### src/logic/lldf_map.svh
// Purpose: offsets, field positions, reset values and cycle figures of the front end
// Assumes: included by bare name wherever these figures are needed
// Notes: offsets are byte addresses of 32-bit words on the register bus
`ifndef LLDF_MAP_SVH
`define LLDF_MAP_SVH

`define LLDF_OFF_MODE 8'h00
`define LLDF_OFF_STATUS 8'h04
`define LLDF_OFF_CTRL 8'h08
`define LLDF_OFF_REFCNT 8'h0C

`define LLDF_MODE_W 18
`define LLDF_MODE_CFG_LSB 0
`define LLDF_MODE_CFG_MSB 2
`define LLDF_MODE_BL_LSB 3
`define LLDF_MODE_BL_MSB 4
`define LLDF_MODE_MUX_BIT 5
`define LLDF_MODE_ODT_BIT 9
`define LLDF_CTRL_INHIBIT_BIT 0
`define LLDF_STAT_TERM_BIT 0
`define LLDF_STAT_MUX_BIT 1
`define LLDF_STAT_RDBUSY_BIT 2

`define LLDF_MODE_RST 18'h00000
`define LLDF_CTRL_RST 1'h0
`define LLDF_REFCNT_RST 32'h0000_0000

`define LLDF_RL_OFFSET 4'h2
`define LLDF_WL_EXTRA 4'h1
`define LLDF_MUX_EXTRA 4'h1

`define LLDF_RESP_OKAY 2'h0
`define LLDF_RESP_SLVERR 2'h2

`endif

### src/logic/lldf_pkg.sv
// Purpose: types shared by the command front end
// Assumes: nothing
// Notes: command codes follow declaration order, NOP is zero
package lldf_pkg;
  typedef enum logic [2:0] {
    LLDF_NOP,
    LLDF_RD,
    LLDF_WR,
    LLDF_AUTO_REFRESH_CMD,
    LLDF_MRS
  } lldf_cmd_t;

  typedef enum logic {
    LLDF_FE_CMD,
    LLDF_FE_SECOND
  } lldf_fe_t;
endpackage

### src/logic/lldf_front.sv
// Purpose: command and address front end: refresh, termination, multiplexed address
// Assumes: command pins are launched by the controller on core_clk
// Notes: registers over AXI4-Lite; all accesses answered, unmapped reads and writes to any register but control with SLVERR
//
// Decided for this implementation: the AXI4-Lite slave port and the address map.
`timescale 1ns/1ps
`include "lldf_map.svh"

// Function
// - Auto refresh refreshes one row of addressed bank from internal counter
// - Termination enabled when A9 is one at mode load, else off
// - Only data and write mask inputs are terminated, never command or clock
// - Termination off during reads, back on after last read beat
// - Multiplexed mode: address latched in two parts on consecutive edges
// - Multiplexed mode entered when A5 is loaded as one
// - In multiplexed mode read, write and mode load use two parts
// - Second part lines carry bits 1,2,6,7,11,12,16,15; first part as named
// - Second-part A0 and A10, first-part A18 usage depends on width and burst
// - Second-part line A5 is ignored
// - Multiplexed latencies one longer: read 5/7/9, write 6/8/10
// - Multiplexed auto refresh runs next edge, next command on following clock
// - Mode load stores address inputs 17 to 0 as the configuration
module lldf_front import lldf_pkg::*; #(
  parameter int DATA_W = 36,
  parameter int ROW_W = 13,
  parameter int BANKS = 8
) (
  input wire logic core_clk,
  input wire logic rst_b,
  input wire lldf_cmd_t cmdCode,
  input wire logic [$clog2(BANKS)-1:0] bankSel,
  input wire logic [20:0] addrPins,
  output logic accessStrobe,
  output logic accessWrite,
  output logic [$clog2(BANKS)-1:0] accessBank,
  output logic [20:0] accessAddr,
  output logic [3:0] readLatency,
  output logic [3:0] writeLatency,
  output logic refreshStrobe,
  output logic [$clog2(BANKS)-1:0] refreshBank,
  output logic [ROW_W-1:0] refreshRow,
  output logic dataTermOn,
  output logic maskTermOn,
  output logic muxModeActive,
  input wire logic [7:0] s_axi_awaddr,
  input wire logic s_axi_awvalid,
  output logic s_axi_awready,
  input wire logic [31:0] s_axi_wdata,
  input wire logic [3:0] s_axi_wstrb,
  input wire logic s_axi_wvalid,
  output logic s_axi_wready,
  output logic [1:0] s_axi_bresp,
  output logic s_axi_bvalid,
  input wire logic s_axi_bready,
  input wire logic [7:0] s_axi_araddr,
  input wire logic s_axi_arvalid,
  output logic s_axi_arready,
  output logic [31:0] s_axi_rdata,
  output logic [1:0] s_axi_rresp,
  output logic s_axi_rvalid,
  input wire logic s_axi_rready
);
  localparam int BW = $clog2(BANKS);
  localparam bit IS9 = (DATA_W == 9);
  localparam bit IS18 = (DATA_W == 18);
  localparam bit IS36 = (DATA_W == 36);

  // Register index decode, shared by the read and write paths
  function automatic logic [2:0] regDecode(input logic [7:0] a);
    logic [7:0] w;
    w = {a[7:2], 2'b00};
    case (w)
      `LLDF_OFF_MODE: regDecode = 3'h4;
      `LLDF_OFF_STATUS: regDecode = 3'h5;
      `LLDF_OFF_CTRL: regDecode = 3'h6;
      `LLDF_OFF_REFCNT: regDecode = 3'h7;
      default: regDecode = 3'h0;
    endcase
  endfunction

  // Joins the two address parts; bl is the burst field of the mode word
  function automatic logic [20:0] muxJoin(input logic [18:0] f, input logic [18:0] s,
                                         input logic [1:0] bl);
    logic [20:0] a;
    logic bl2;
    logic bl4;
    logic bl8;
    a = '0;
    bl2 = (bl == 2'h0);
    bl4 = (bl == 2'h1);
    bl8 = (bl == 2'h2);
    a[0] = f[0];
    a[3] = f[3];
    a[4] = f[4];
    a[5] = f[5];
    a[8] = f[8];
    a[9] = f[9];
    a[10] = f[10];
    a[13] = f[13];
    a[14] = f[14];
    a[17] = f[17];
    a[1] = s[3];
    a[2] = s[4];
    a[6] = s[8];
    a[7] = s[9];
    a[11] = s[13];
    a[12] = s[14];
    a[16] = s[17];
    a[15] = s[18];
    a[18] = ((IS36 && bl4) || (IS18 && bl8)) ? 1'b0 : f[18];
    a[19] = ((IS18 && bl2) || (IS9 && (bl2 || bl4))) ? s[10] : 1'b0;
    a[20] = (IS9 && bl2) ? s[0] : 1'b0;
    muxJoin = a;
  endfunction

  // Front end state
  lldf_fe_t feState_q, feState_d;
  lldf_cmd_t cmdHeld_q, cmdHeld_d;
  logic [BW-1:0] bankHeld_q, bankHeld_d;
  logic [18:0] firstHeld_q, firstHeld_d;
  logic [`LLDF_MODE_W-1:0] modeWord_q, modeWord_d;
  logic accStrobe_q, accStrobe_d;
  logic accWrite_q, accWrite_d;
  logic [BW-1:0] accBank_q, accBank_d;
  logic [20:0] accAddr_q, accAddr_d;
  logic arefPend_q, arefPend_d;
  logic [BW-1:0] pendBank_q, pendBank_d;
  logic arefGo;
  logic [BW-1:0] arefBank;
  logic muxOn;
  logic [20:0] joined;

  assign muxOn = modeWord_q[`LLDF_MODE_MUX_BIT];
  assign joined = muxJoin(firstHeld_q, addrPins[18:0],
                          modeWord_q[`LLDF_MODE_BL_MSB:`LLDF_MODE_BL_LSB]);

  always_comb begin
    feState_d = feState_q;
    cmdHeld_d = cmdHeld_q;
    bankHeld_d = bankHeld_q;
    firstHeld_d = firstHeld_q;
    modeWord_d = modeWord_q;
    accStrobe_d = 1'b0;
    accWrite_d = accWrite_q;
    accBank_d = accBank_q;
    accAddr_d = accAddr_q;
    arefPend_d = 1'b0;
    pendBank_d = pendBank_q;
    arefGo = 1'b0;
    arefBank = bankSel;
    // deferred refresh runs one edge later
    if (arefPend_q) begin
      arefGo = 1'b1;
      arefBank = pendBank_q;
    end
    case (feState_q)
      LLDF_FE_CMD: begin
        case (cmdCode)
          LLDF_RD, LLDF_WR, LLDF_MRS: begin
            if (muxOn) begin
              feState_d = LLDF_FE_SECOND;
              cmdHeld_d = cmdCode;
              bankHeld_d = bankSel;
              firstHeld_d = addrPins[18:0];
            end else if (cmdCode == LLDF_MRS) begin
              modeWord_d = addrPins[`LLDF_MODE_W-1:0];
            end else begin
              accStrobe_d = 1'b1;
              accWrite_d = (cmdCode == LLDF_WR);
              accBank_d = bankSel;
              accAddr_d = addrPins;
            end
          end
          LLDF_AUTO_REFRESH_CMD: begin
            if (muxOn) begin
              arefPend_d = 1'b1;
              pendBank_d = bankSel;
            end else begin
              arefGo = 1'b1;
              arefBank = bankSel;
            end
          end
          default: begin
          end
        endcase
      end
      LLDF_FE_SECOND: begin
        feState_d = LLDF_FE_CMD;
        if (cmdHeld_q == LLDF_MRS) begin
          modeWord_d = joined[`LLDF_MODE_W-1:0];
        end else begin
          accStrobe_d = 1'b1;
          accWrite_d = (cmdHeld_q == LLDF_WR);
          accBank_d = bankHeld_q;
          accAddr_d = joined;
        end
      end
      default: feState_d = LLDF_FE_CMD;
    endcase
  end

  always_ff @(posedge core_clk or negedge rst_b) begin
    if (!rst_b) begin
      feState_q <= LLDF_FE_CMD;
      cmdHeld_q <= LLDF_NOP;
      bankHeld_q <= '0;
      firstHeld_q <= '0;
      modeWord_q <= `LLDF_MODE_RST;
      accStrobe_q <= 1'b0;
      accWrite_q <= 1'b0;
      accBank_q <= '0;
      accAddr_q <= '0;
      arefPend_q <= 1'b0;
      pendBank_q <= '0;
    end else begin
      feState_q <= feState_d;
      cmdHeld_q <= cmdHeld_d;
      bankHeld_q <= bankHeld_d;
      firstHeld_q <= firstHeld_d;
      modeWord_q <= modeWord_d;
      accStrobe_q <= accStrobe_d;
      accWrite_q <= accWrite_d;
      accBank_q <= accBank_d;
      accAddr_q <= accAddr_d;
      arefPend_q <= arefPend_d;
      pendBank_q <= pendBank_d;
    end
  end

  assign accessStrobe = accStrobe_q;
  assign accessWrite = accWrite_q;
  assign accessBank = accBank_q;
  assign accessAddr = accAddr_q;

  // Latency and termination state
  logic [3:0] rdLat_q, rdLat_d;
  logic [3:0] wrLat_q, wrLat_d;
  logic [4:0] termCnt_q, termCnt_d;
  logic termOn_q, termOn_d;
  logic ctrlInhibit_q, ctrlInhibit_d;
  logic [2:0] beats;

  always_comb begin
    case (modeWord_q[`LLDF_MODE_BL_MSB:`LLDF_MODE_BL_LSB])
      2'h1: beats = 3'h2;
      2'h2: beats = 3'h4;
      default: beats = 3'h1;
    endcase
    // latency per configuration, one more when multiplexed
    rdLat_d = 4'({1'b0, modeWord_q[`LLDF_MODE_CFG_MSB:`LLDF_MODE_CFG_LSB]} << 1)
              + `LLDF_RL_OFFSET + (muxOn ? `LLDF_MUX_EXTRA : 4'h0);
    wrLat_d = rdLat_d + `LLDF_WL_EXTRA;
    termCnt_d = termCnt_q;
    // read holds termination off through its last beat
    if (accStrobe_q && !accWrite_q) begin
      termCnt_d = 5'(rdLat_q) + 5'(beats);
    end else if (termCnt_q != 5'h00) begin
      termCnt_d = termCnt_q - 5'h01;
    end
    termOn_d = modeWord_q[`LLDF_MODE_ODT_BIT] && !ctrlInhibit_q && (termCnt_d == 5'h00);
  end

  always_ff @(posedge core_clk or negedge rst_b) begin
    if (!rst_b) begin
      rdLat_q <= '0;
      wrLat_q <= '0;
      termCnt_q <= '0;
      termOn_q <= 1'b0;
    end else begin
      rdLat_q <= rdLat_d;
      wrLat_q <= wrLat_d;
      termCnt_q <= termCnt_d;
      termOn_q <= termOn_d;
    end
  end

  assign readLatency = rdLat_q;
  assign writeLatency = wrLat_q;
  assign dataTermOn = termOn_q;
  assign maskTermOn = termOn_q;
  assign muxModeActive = muxOn;

  // Refresh state
  logic refStrobe_q, refStrobe_d;
  logic [BW-1:0] refBank_q, refBank_d;
  logic [31:0] refCount_q, refCount_d;
  logic [ROW_W-1:0] rowNow;

  always_comb begin
    // row taken from the bank counter
    refStrobe_d = arefGo;
    refBank_d = arefGo ? arefBank : refBank_q;
    refCount_d = refCount_q + {31'h0, refStrobe_q};
  end

  always_ff @(posedge core_clk or negedge rst_b) begin
    if (!rst_b) begin
      refStrobe_q <= 1'b0;
      refBank_q <= '0;
      refCount_q <= `LLDF_REFCNT_RST;
    end else begin
      refStrobe_q <= refStrobe_d;
      refBank_q <= refBank_d;
      refCount_q <= refCount_d;
    end
  end

  // Same-bank back to back is barred by row cycle, so ports never collide
  lldf_row_mem #(.DEPTH(BANKS), .WIDTH(ROW_W)) rowMem (
    .core_clk(core_clk),
    .rst_b(rst_b),
    .rdAddr(arefBank),
    .rdData(rowNow),
    .wrEn(refStrobe_q),
    .wrAddr(refBank_q),
    .wrData(rowNow + ROW_W'(1))
  );

  assign refreshStrobe = refStrobe_q;
  assign refreshBank = refBank_q;
  assign refreshRow = rowNow;

  // Register bus slave
  logic awHave_q, awHave_d;
  logic wHave_q, wHave_d;
  logic [7:0] awAddr_q, awAddr_d;
  logic wBit_q, wBit_d;
  logic wStrb0_q, wStrb0_d;
  logic bValid_q, bValid_d;
  logic [1:0] bResp_q, bResp_d;
  logic rValid_q, rValid_d;
  logic [31:0] rData_q, rData_d;
  logic [1:0] rResp_q, rResp_d;
  logic [2:0] wSel;
  logic [2:0] rSel;

  assign s_axi_awready = !awHave_q && !bValid_q;
  assign s_axi_wready = !wHave_q && !bValid_q;
  assign s_axi_arready = !rValid_q;
  assign wSel = regDecode(awAddr_q);
  assign rSel = regDecode(s_axi_araddr);

  always_comb begin
    awHave_d = awHave_q;
    wHave_d = wHave_q;
    awAddr_d = awAddr_q;
    wBit_d = wBit_q;
    wStrb0_d = wStrb0_q;
    bValid_d = bValid_q;
    bResp_d = bResp_q;
    ctrlInhibit_d = ctrlInhibit_q;
    rValid_d = rValid_q;
    rData_d = rData_q;
    rResp_d = rResp_q;
    if (s_axi_awvalid && s_axi_awready) begin
      awHave_d = 1'b1;
      awAddr_d = s_axi_awaddr;
    end
    if (s_axi_wvalid && s_axi_wready) begin
      wHave_d = 1'b1;
      wBit_d = s_axi_wdata[`LLDF_CTRL_INHIBIT_BIT];
      wStrb0_d = s_axi_wstrb[0];
    end
    // Commit once both halves are held
    if (awHave_q && wHave_q) begin
      awHave_d = 1'b0;
      wHave_d = 1'b0;
      bValid_d = 1'b1;
      bResp_d = (wSel == 3'h6) ? `LLDF_RESP_OKAY : `LLDF_RESP_SLVERR;
      if (wSel == 3'h6 && wStrb0_q) begin
        ctrlInhibit_d = wBit_q;
      end
    end
    if (bValid_q && s_axi_bready) begin
      bValid_d = 1'b0;
    end
    if (s_axi_arvalid && s_axi_arready) begin
      rValid_d = 1'b1;
      rResp_d = rSel[2] ? `LLDF_RESP_OKAY : `LLDF_RESP_SLVERR;
      case (rSel)
        3'h4: rData_d = {14'h0000, modeWord_q};
        3'h5: rData_d = {29'h0, termCnt_q != 5'h00, muxOn, termOn_q};
        3'h6: rData_d = {31'h0, ctrlInhibit_q};
        3'h7: rData_d = refCount_q;
        default: rData_d = 32'h0000_0000;
      endcase
    end
    if (rValid_q && s_axi_rready) begin
      rValid_d = 1'b0;
    end
  end

  always_ff @(posedge core_clk or negedge rst_b) begin
    if (!rst_b) begin
      awHave_q <= 1'b0;
      wHave_q <= 1'b0;
      awAddr_q <= '0;
      wBit_q <= 1'b0;
      wStrb0_q <= 1'b0;
      bValid_q <= 1'b0;
      bResp_q <= `LLDF_RESP_OKAY;
      ctrlInhibit_q <= `LLDF_CTRL_RST;
      rValid_q <= 1'b0;
      rData_q <= '0;
      rResp_q <= `LLDF_RESP_OKAY;
    end else begin
      awHave_q <= awHave_d;
      wHave_q <= wHave_d;
      awAddr_q <= awAddr_d;
      wBit_q <= wBit_d;
      wStrb0_q <= wStrb0_d;
      bValid_q <= bValid_d;
      bResp_q <= bResp_d;
      ctrlInhibit_q <= ctrlInhibit_d;
      rValid_q <= rValid_d;
      rData_q <= rData_d;
      rResp_q <= rResp_d;
    end
  end

  assign s_axi_bvalid = bValid_q;
  assign s_axi_bresp = bResp_q;
  assign s_axi_rvalid = rValid_q;
  assign s_axi_rdata = rData_q;
  assign s_axi_rresp = rResp_q;
endmodule

### src/logic/lldf_row_mem.sv
// Purpose: per-bank refresh row counters
// Assumes: read and write never hit the same bank in one cycle
// Notes: read data is registered, one cycle after the address
`timescale 1ns/1ps
module lldf_row_mem #(
  parameter int DEPTH = 8,
  parameter int WIDTH = 13
) (
  input wire logic core_clk,
  input wire logic rst_b,
  input wire logic [$clog2(DEPTH)-1:0] rdAddr,
  output logic [WIDTH-1:0] rdData,
  input wire logic wrEn,
  input wire logic [$clog2(DEPTH)-1:0] wrAddr,
  input wire logic [WIDTH-1:0] wrData
);
  logic [WIDTH-1:0] mem_q [DEPTH];

  always_ff @(posedge core_clk or negedge rst_b) begin
    if (!rst_b) begin
      for (int i = 0; i < DEPTH; i++) begin
        mem_q[i] <= '0;
      end
      rdData <= '0;
    end else begin
      if (wrEn) begin
        mem_q[wrAddr] <= wrData;
      end
      rdData <= mem_q[rdAddr];
    end
  end
endmodule
### config.mk
export PLATFORM = sky130hd
export DESIGN_NAME = lldf_front
export DESIGN_NICKNAME = d
export VERILOG_FILES = /design/src/logic/lldf_pkg.sv /design/src/logic/lldf_front.sv /design/src/logic/lldf_row_mem.sv
export VERILOG_INCLUDE_DIRS = /design/src /design/src/logic
export SDC_FILE = /design/constraint.sdc
export NUM_CORES = 1
export LEC_CHECK = 0
export ABC_AREA = 1
export BUFFER_PORTS_ARGS = -buffer_cell sky130_fd_sc_hd__clkbuf_2
export CELL_PAD_IN_SITES_DETAIL_PLACEMENT = 1
export CELL_PAD_IN_SITES_GLOBAL_PLACEMENT = 2
export CORE_MARGIN = 4
export CORE_UTILIZATION = 23
export CTS_CLUSTER_DIAMETER = 40
export CTS_CLUSTER_SIZE = 16
export DETAILED_ROUTE_END_ITERATION = 6
export PLACE_DENSITY_LB_ADDON = 0.1
export SLEW_MARGIN = 30
export SYNTH_ARGS = -nofsm -noshare
export SYNTH_HDL_FRONTEND = slang
export SYNTH_SLANG_ARGS = --single-unit
### constraint.sdc
create_clock -name core_clk -period 1.95 [get_ports core_clk]
set_clock_uncertainty 0.05 [all_clocks]
set_input_delay 0.195 -clock core_clk [delete_from_list [all_inputs] [get_ports core_clk]]
set_output_delay 0.195 -clock core_clk [all_outputs]
set_load 0.03 [all_outputs]
## Word level (Yosys, flattened, before mapping)

Index checks and enable logic that the tools add are counted.

| word-level totals | value |
|---|---|
| register bits after elaboration | 292 |
| input port bits | 86 |
| logic and storage cells | 173 |

| cells by class | value |
|---|---|
| $add $sub $neg | 7 |
| order comparisons | 3 |
| equal/unequal tests | 25 |
| multiplexer cells | 62 |
| bitwise gates (word level) | 3 |
| reductions and logical operators | 34 |

Operators with widths:

| kind | count |
|---|---|
| case mux 32 bit (4 select lines) | 1 |
| bitwise mux 104 bit | 1 |
| 2-to-1 mux 21 bit | 4 |
| 2-to-1 mux 18 bit | 4 |
| case mux 21 bit (2 select lines) | 1 |
| binary-select mux 13 bit (select 3 bit) | 1 |
| demux 13 bit (select 3 bit) | 1 |
| 2-to-1 mux 13 bit | 3 |
| case mux 18 bit (2 select lines) | 1 |
| adder 32 x 1 -> 32 bit | 1 |
| 2-to-1 mux 1 bit | 26 |
| equality test 6 x 2 -> 1 bit, second input constant | 4 |
| 2-to-1 mux 3 bit | 8 |
| case mux 3 bit (4 select lines) | 2 |
| equality test 3 bit, second input constant | 7 |
| adder 13 x 1 -> 13 bit, second input constant | 1 |
| logical AND 1 bit | 13 |
| equality test 6 x 1 -> 1 bit, second input constant | 2 |
| logical NOT 6 bit | 2 |
| case mux 3 bit (2 select lines) | 2 |
| 2-to-1 mux 5 bit | 2 |
| equality test 3 x 2 -> 1 bit, second input constant | 3 |
| >= comparator 4 bit, second input constant | 2 |
| != test 2 bit, second input constant | 4 |
| other kinds (22) | 38 |

## Depth between registers and ports, before layout

Gate-level depths: netlist of run 1.

| depth | value |
|---|---|
| depth after elaboration | 8 |
| mapped depth | 11 |

## Modules after synthesis

Synthesis of run 1 repeated with hierarchy kept, for this count alone.

| second synthesis, totals | value |
|---|---|
| cell total of the unflattened synthesis | 1,686 |
| area total of the unflattened synthesis | 13,510.5 um^2 |

Modules (own cells, without submodules):

| module | times used | cells each | area each (um^2) | sequential area each (um^2) |
|---|---|---|---|---|
| lldf_front | 1 | 969 | 7,983.9 | 4,078.9 |
| lldf_row_mem | 1 | 717 | 5,526.6 | 2,927.8 |

## Worst setup path before layout of run 1

OpenSTA, ideal clock, no wires.

| timing path | value |
|---|---|
| path type | register to register |
| start | register refStrobe_q, in the netlist refreshStrobe |
| end | register refCount_q[26] |
| setup time | 0.079 ns |
| arrival | 1.804 ns |
| required time | 1.821 ns |
| setup slack | 0.017 ns |
| stages on the path, launching flop included | 10 |
| buffers on the path | 0 |
| clock period less this slack | 1.933 ns |
| cells stage by stage | dfrtp_1 > ha_1 > ha_1 > nand2_1 > nor2_2 > nand3_2 > nor2_4 > nand2_2 > nor2_1 > xor2_1 |

| between the ends | value |
|---|---|
| longest elaborated chain between the ends | 1 |

RTL lines:

| item | line | source |
|---|---|---|
| start, declared | lldf_front.sv:284 | `logic refStrobe_q, refStrobe_d;` |
| start signal, assigned | lldf_front.sv:302 | `refStrobe_q <= refStrobe_d;` |
| adder 32 x 1 -> 32 bit | lldf_front.sv:293 | `refCount_d = refCount_q + {31'h0, refStrobe_q};` |
| net refCount_d[26] | lldf_front.sv:286 | `logic [31:0] refCount_q, refCount_d;` |
| end signal, assigned | lldf_front.sv:300 | `` refCount_q <= `LLDF_REFCNT_RST; `` |
| end signal, assigned | lldf_front.sv:304 | `refCount_q <= refCount_d;` |
| end, declared | lldf_front.sv:286 |  |

The timed path passes the listed nets, and every way through them passes these cells.
A chain may end at the register's enable or synchronous reset.

## Worst setup path in the final report of run 1

| timing path | value |
|---|---|
| start | register modeWord_q[4] |
| end | register termOn_q, in the netlist dataTermOn |

| between the ends | value |
|---|---|
| longest elaborated chain between the ends | 6 |
| elaborated cells between the ends (all ways) | 7 |
| classes of those cells | add/sub: 1; eq/ne: 2; mux: 2; reduce/logical: 2 |

RTL lines:

| item | line | source |
|---|---|---|
| start, declared | lldf_front.sv:121 | `` logic [`LLDF_MODE_W-1:0] modeWord_q, modeWord_d; `` |
| start signal, assigned | lldf_front.sv:208 | `` modeWord_q <= `LLDF_MODE_RST; `` |
| start signal, assigned | lldf_front.sv:220 | `modeWord_q <= modeWord_d;` |
| equality test 2 bit / equality test 2 x 1 -> 1 bit (equally long branches) | lldf_front.sv:244 | `` case (modeWord_q[`LLDF_MODE_BL_MSB:`LLDF_MODE_BL_LSB]) `` |
| case mux 3 bit (2 select lines) * | lldf_front.sv:244 |  |
| adder 4 x 3 -> 5 bit * | lldf_front.sv:256 | `termCnt_d = 5'(rdLat_q) + 5'(beats);` |
| 2-to-1 mux 5 bit * | lldf_front.sv:255 | `if (accStrobe_q && !accWrite_q) begin` |
| net termCnt_d[2] | lldf_front.sv:238 | `logic [4:0] termCnt_q, termCnt_d;` |
| logical NOT 5 bit * | lldf_front.sv:260 | `` termOn_d = modeWord_q[`LLDF_MODE_ODT_BIT] && !ctrlInhibit_q && (termCnt_d == 5'h00); `` |
| logical AND 1 bit * | lldf_front.sv:260 |  |
| net termOn_d | lldf_front.sv:239 | `logic termOn_q, termOn_d;` |
| end signal, assigned | lldf_front.sv:273 | `termOn_q <= termOn_d;` |
| end, declared | lldf_front.sv:239 |  |

Mark *: on every way through the listed nets, which the timed path passes. The rest lies on a longest branch.

==> results.toml, run 1 <==
[layout]
antennaDiodeCount = 0
final_cell_area_mm2 = 0.0185
final_common_cell = "nand2_1"
final_cell_mix = "446 x nand2_1, 279 x dfrtp_1, 177 x inv_1, 159 x o21ai_0, 139 x clkbuf_2"
synthToLayoutAreaGrowth_pct = 38.6
fillCellCount = 6698
final_util_pct = 32.1
multi_input_area_mm2 = 0.00534
area.sequential_mm2 = 0.00701
drive_gt1_share_pct = 21.1
layout.nets = 1956
stdcell_count = 2680

[run_status]
violations = "setup timing"
status = "finished with violations"

[clock_network]
htreeDepth = 3
ctsRootBufferMaster = "clkbuf_16"
clkTransAtPathRegs_ns = 0.05
cts_tree = "yes"
clock_path_buffers = 3
cts_buffers = 75
clk-insertion-delay-late_ns = 0.58
clkSinkCount = 280

[timing]
rsz0062_at_grt = "yes"
tightest_slew_ns = 0.540
setup_violations = 1
max_clock_freq_mhz = 503
max_slew_margin_pct = 64.0
slew_violations = 0
fin_crit_sh_pct = 102
fin_crit_ns = 1.99
finalHoldViolCount = 0
setup_slack_ns = -0.0363

[floorplan]
ios = 181
coreArea_mm2 = 0.0576
initial_core_util_pct = 23.2
rows = 88
die_area_mm2 = 0.0619
die_h_um = 249
die_x_um = 249

[grt]
grt_pass1_vias = 12500
grt_max_degree = 50
antenna_found_initial = 0
grt_overflow = 0
grt_pass1_wl_um = 74200
track_usage_pct = 15.1

[worst_setup_path]
endpoint_kind = "register"
crit_fanout = 3
worstPathArrival_ns = 2.41
critPathKind = "reg2reg"
cp-start-kind = "register"
worstPathRequired_ns = 2.37

[synthesis]
async_flop_share_pct = 100
synth-edff-count = 0
syn-instance-count = 1576
ys.flop_type = "dfrtp_1"
ys_seq_area_share_pct = 52.5
yosys_warnings = 0
syn_area_mm2 = 0.0133
yosysUniqueCellTypes = 46
synth_area_per_cell_um2 = 8.46
ys_seq_elements = 280

[power_and_ir_drop]
p_per_area_mw_per_mm2 = 1560
vdd_drop_max_mv = 0.779
leakage_nw = 8.95

[detailed_routing]
post-route-drc-count = 0
routed_wl_um = 45800
via_per_inst = 4.25
first_iter_violations = 486
wl_per_cell_um = 17.1
drt_first_pass_iters = 4
dr_total_vias = 11400
antenna_left = 0

[run]
drv_cap = 0

[placed_design]
gp_congestion = 0.759
dpl-instance-area_mm2 = 0.0154
portBuffers = 140
place_inst = 2497
dp.final_hpwl_um = 31700

[hold_path]
hold_class = "in2async"
report_power, final:
group          switching (mW)  internal [mW]
clock network            3.84           8.50
logic                    4.87           2.71
registers                1.15           7.77
metrics by stage:
stage               TNS, ns  setup slack, ns  total power, mW  hold slack (ns)
finish              -0.0363          -0.0363             28.8           0.0838
floorplan                 0           0.0167             13.6           -0.151
detailed placement  -0.0576          -0.0539             16.5           0.0802
CTS                 -0.0156          -0.0156             29.3           0.0432
global route         -0.184           -0.143             30.9           0.0984
global placement    -0.0299          -0.0299             16.3           0.0839
cell type report:
cell class / count / area share [%]
Inverter: 186 / 3.78
Timing Repair Buffer: 266 / 10.5
Tap cell: 765 / 5.18
Clock buffer: 93 / 11.1
Multi-Input combinational cell: 1048 / 28.9
Clock inverter: 42 / 2.61
Sequential cell: 280 / 37.9
flip-flops by register name, indices dropped and copies added, names as in the netlist, 4 cells and up:
name           flops
rowMem.mem_q     104
refCount_q        32
s_axi_rdata       32
accessAddr        21
modeWord_q        18
rowMem.rdData     13
firstHeld_q       11
awAddr_q           6
termCnt_q          5
readLatency        4
writeLatency       4
kinds of logic (layout without fill, tap and decap cells):
family	Yosys count	count (layout)	share of synthesized area, %
buffers and inverters	249	587	7.87
muxes	7	7	0.591
AOI/OAI and AO/OA	248	248	10.3
and+or+nand+nor	735	735	24.5
adders and majority gates	13	13	1.28
other	1	2	0.0281
xor gates and xnor gates	43	43	2.88
DFF	280	280	52.5
worst max-delay path, cell delays in order, from the launching register on:
cell	delay (ns)
dfrtp_1	0.42
ha_4	0.29
ha_4	0.12
inv_2	0.04
fa_2	0.39
xor2_1	0.16
o22ai_1	0.21
nor2_1	0.09
nand3_1	0.07
nor2_1	0.04
Yosys cell counts (2+ instances only):
cell type | instances | share of area [%]
a21oi_1 | 29 | 1.1
a22oi_1 | 13 | 0.73
a31oi_1 | 2 | 0.094
buf_1 | 3 | 0.084
buf_2 | 23 | 0.86
buf_4 | 9 | 0.51
buf_6 | 7 | 0.59
clkbuf_1 | 21 | 0.59
clkinv_1 | 5 | 0.14
dfrtp_1 | 280 | 53
ha_1 | 12 | 1.1
inv_1 | 180 | 5.1
mux2_2 | 7 | 0.59
nand2_1 | 448 | 13
nand2_2 | 5 | 0.23
nand2_4 | 5 | 0.42
nand3_1 | 119 | 4.5
nand3_2 | 4 | 0.30
nand3b_1 | 35 | 2.0
nand4_1 | 10 | 0.47
nor2_1 | 77 | 2.2
nor2_2 | 5 | 0.23
nor2_4 | 7 | 0.59
nor3_1 | 13 | 0.49
nor4_1 | 2 | 0.094
o21a_1 | 20 | 1.1
o21ai_0 | 160 | 6.0
o21ai_1 | 7 | 0.26
o21ai_2 | 2 | 0.13
o31ai_1 | 10 | 0.56
xnor2_1 | 9 | 0.59
xor2_1 | 33 | 2.2
routing by layer:
layer / global-route usage [%] / vias up / wire [µm]
met3: 3.04 / 75 / 1730
li1: - / 5635 / -
met1: 20.7 / 5509 / 22500
met5: 0 / - / 0
met2: 24.1 / 161 / 20700
met4: 4.52 / 0 / 888
worst paths after layout:
path                                  start          endpoint  slack [ns]  depth (start not counted)
hold / removal                        rst_b    modeWord_q[15]        0.08                          2
hold reg to reg            rowMem.mem_q[75]  rowMem.mem_q[75]        0.41                          2
max in group asynchronous             rst_b       awAddr_q[7]        1.02                          3
setup reg to reg              modeWord_q[4]        dataTermOn       -0.04                          9
min in group core_clk       s_axi_araddr[6]    s_axi_rresp[1]        0.10                          6
setup / recovery              modeWord_q[4]        dataTermOn       -0.04                          9
repair_timing:
item                                    CTS  global route
resized for setup                         3            12
hold buffers                             44             0
endpoints found under the setup margin    3            29
pin swaps                                 1             6
buffers inserted                          0             4
endpoints found under the hold margin   355             0
Note: power is estimated with default switching activity, not from simulation.
==> run 2, diff against run 1 <==
clock period = 1.7 ns   (was 1.95 ns; I/O delays follow)
==> run 2 against run 1 <==
  * The run still ends with setup timing left
  * Die area unchanged
  * First-iteration DRC count down 3.3%
  * Count of clock-buffer cells in the layout up 7
  * Wire length up 14%
  * Critical path depth unchanged
  * Utilization up 4.2 points
  * Final cell count up 4.2%
  * Setup slack worse by 0.20 ns
  * Hold slack better by 0.017 ns
  * Total power up 27%
  * Sequential cell count unchanged
  * Register-to-register slack worse by 0.20 ns
  * Largest cell class unchanged
==> results.toml, run 2 (synthesis results as in run 1) <==
[run_status]
violations = "setup timing"
status = "finished with violations"

[placed_design]
dpl-instance-area_mm2 = 0.0160
dp.final_hpwl_um = 34000
portBuffers = 140
place_ws_ns = -0.322
place_inst = 2551
gp_congestion = 0.752

[timing]
fin_crit_sh_pct = 114
rsz0062_at_grt = "yes"
finalHoldViolCount = 0
max_clock_freq_mhz = 515
tightest_slew_ns = 0.531
fin_crit_ns = 1.94
setup_slack_ns = -0.241
max_slew_margin_pct = 64.6
setup_violations = 16
slew_violations = 0

[worst_setup_path]
endpoint_kind = "register"
cp_slowest_stage_delay_ns = 0.40
crit_fanout = 2
r2r_slack_ns = -0.24
reg2reg_to = "dataTermOn"
worstPathArrival_ns = 2.41
r2r_cells = 9
critPathKind = "reg2reg"
cp-startpoint = "modeWord_q[4]"
timing.rr.start = "modeWord_q[4]"
worstPathRequired_ns = 2.17
cp_slowest_cell = "dfrtp_1"
worstPathCellList = "ha_4 > ha_4 > inv_2 > fa_2 > xor2_1 > o22ai_2 > nor2_1 > nand3_1 > nor2_1"
cp-start-kind = "register"

[floorplan]
rows = 88
die_area_mm2 = 0.0619
ios = 181
coreArea_mm2 = 0.0576
initial_core_util_pct = 23.2
die_x_um = 249
die_h_um = 249

[detailed_routing]
antenna_left = 0
wl_per_cell_um = 18.7
post-route-drc-count = 0
drt_first_pass_iters = 4
via_per_inst = 4.33
routed_wl_um = 52200
first_iter_violations = 470
dr_total_vias = 12100

[grt]
grt_pass1_wl_um = 78900
antenna_found_initial = 0
grt_pass1_vias = 12900
track_usage_pct = 16.3
grt_max_degree = 49
grt_overflow = 0

[hold_path]
hold_depth = 6
hold_class = "in2reg"
hold_end = "s_axi_rdata[31]"
hold_start = "s_axi_araddr[3]"

[clock_network]
clk-insertion-delay-late_ns = 0.60
ctsRootBufferMaster = "clkbuf_16"
clkTransAtPathRegs_ns = 0.04
clock_path_buffers = 3
cts_buffers = 75
htreeDepth = 3
clkSinkCount = 280
cts_tree = "yes"

[layout]
drive_gt1_share_pct = 32.8
antennaDiodeCount = 0
regMostFlops = "rowMem.mem_q"
layout.nets = 2066
final_cell_mix = "397 x nand2_1, 274 x dfrtp_1, 167 x inv_1, 134 x clkbuf_2, 125 x buf_4"
fillCellCount = 6593
stdcell_count = 2793
largest_reg_flops = 104
final_common_cell = "nand2_1"
synthToLayoutAreaGrowth_pct = 56.6
final_cell_area_mm2 = 0.0209

[run]
drv_cap = 0

[power_and_ir_drop]
p_per_area_mw_per_mm2 = 1760
leakage_nw = 10.0
vdd_drop_max_mv = 0.912
finalPower_mw = 36.7
[run 2: routing by layer]
metal / global-route usage (%) / wire (µm) / part of all wire [%] / vias to the layer above
li1: - / - / - / 5899
met1: 21.6 / 24000 / 46 / 5943
met2: 26.8 / 25500 / 49 / 163
met3: 2.80 / 1470 / 2.8 / 82
met4: 5.67 / 1170 / 2.2 / 0
met5: 0 / 0 / 0 / -
[run 2: what timing repair did]
action	CTS	global route
setup endpoints to repair	80	173
hold buffers	45	0
pin swaps	32	104
setup buffers	21	22
endpoints found under the hold margin	352	0
gates resized for setup	82	199
cloned	6	12
[run 2: worst max-delay path, delay by kind of cell, from the launching register on]
family	cells	cell delay, ns
adders and majority gates	3	0.75
DFF	1	0.40
and+or+nand+nor	3	0.34
xor gates and xnor gates	1	0.19
AOI/OAI and AO/OA	1	0.11
buffers and inverters	1	0.03
[run 2: worst max path at each step]
stage / to / slack, ns / cells past startpoint
2_1_floorplan: dataTermOn / -0.12 / 10
3_3_place_gp: rowMem.mem_q[30] / -0.40 / 7
3_5_place_dp: rowMem.mem_q[35] / -0.32 / 7
4_1_cts: dataTermOn / -0.24 / 9
5_1_grt: dataTermOn / -0.32 / 10
6_report: dataTermOn / -0.24 / 9
[run 2: through the flow]
stage | utilization (%) | hold slack, ns | TNS, ns
floorplan | - | -0.176 | -0.190
finish | 36.3 | 0.101 | -0.810
global placement | 27.7 | 0.0397 | -5.67
detailed placement | 27.7 | 0.0323 | -5.78
CTS | 34.3 | 0.0567 | -0.618
global route | 36.3 | 0.113 | -3.63
[run 2: where the power goes]
| part | leakage, nW | switching, mW | internal [mW] |
|---|---|---|---|
| Combinational | 5.02 | 6.57 | 4.26 |
| Clock | 1.37 | 4.45 | 11.1 |
| Sequential | 3.64 | 1.40 | 8.93 |
| Total | 10.0 | 12.4 | 24.3 |
[run 2: area by class of cell]
class	count	area, µm²	share of cell area (%)
Sequential cell	280	7010	33.6
Clock buffer	100	2160	10.4
Multi-Input combinational cell	1050	6180	29.6
Timing Repair inverter	1	7.51	0.0359
Tap cell	765	957	4.58
Inverter	186	721	3.45
Clock inverter	38	604	2.89
Timing Repair Buffer	373	3240	15.5
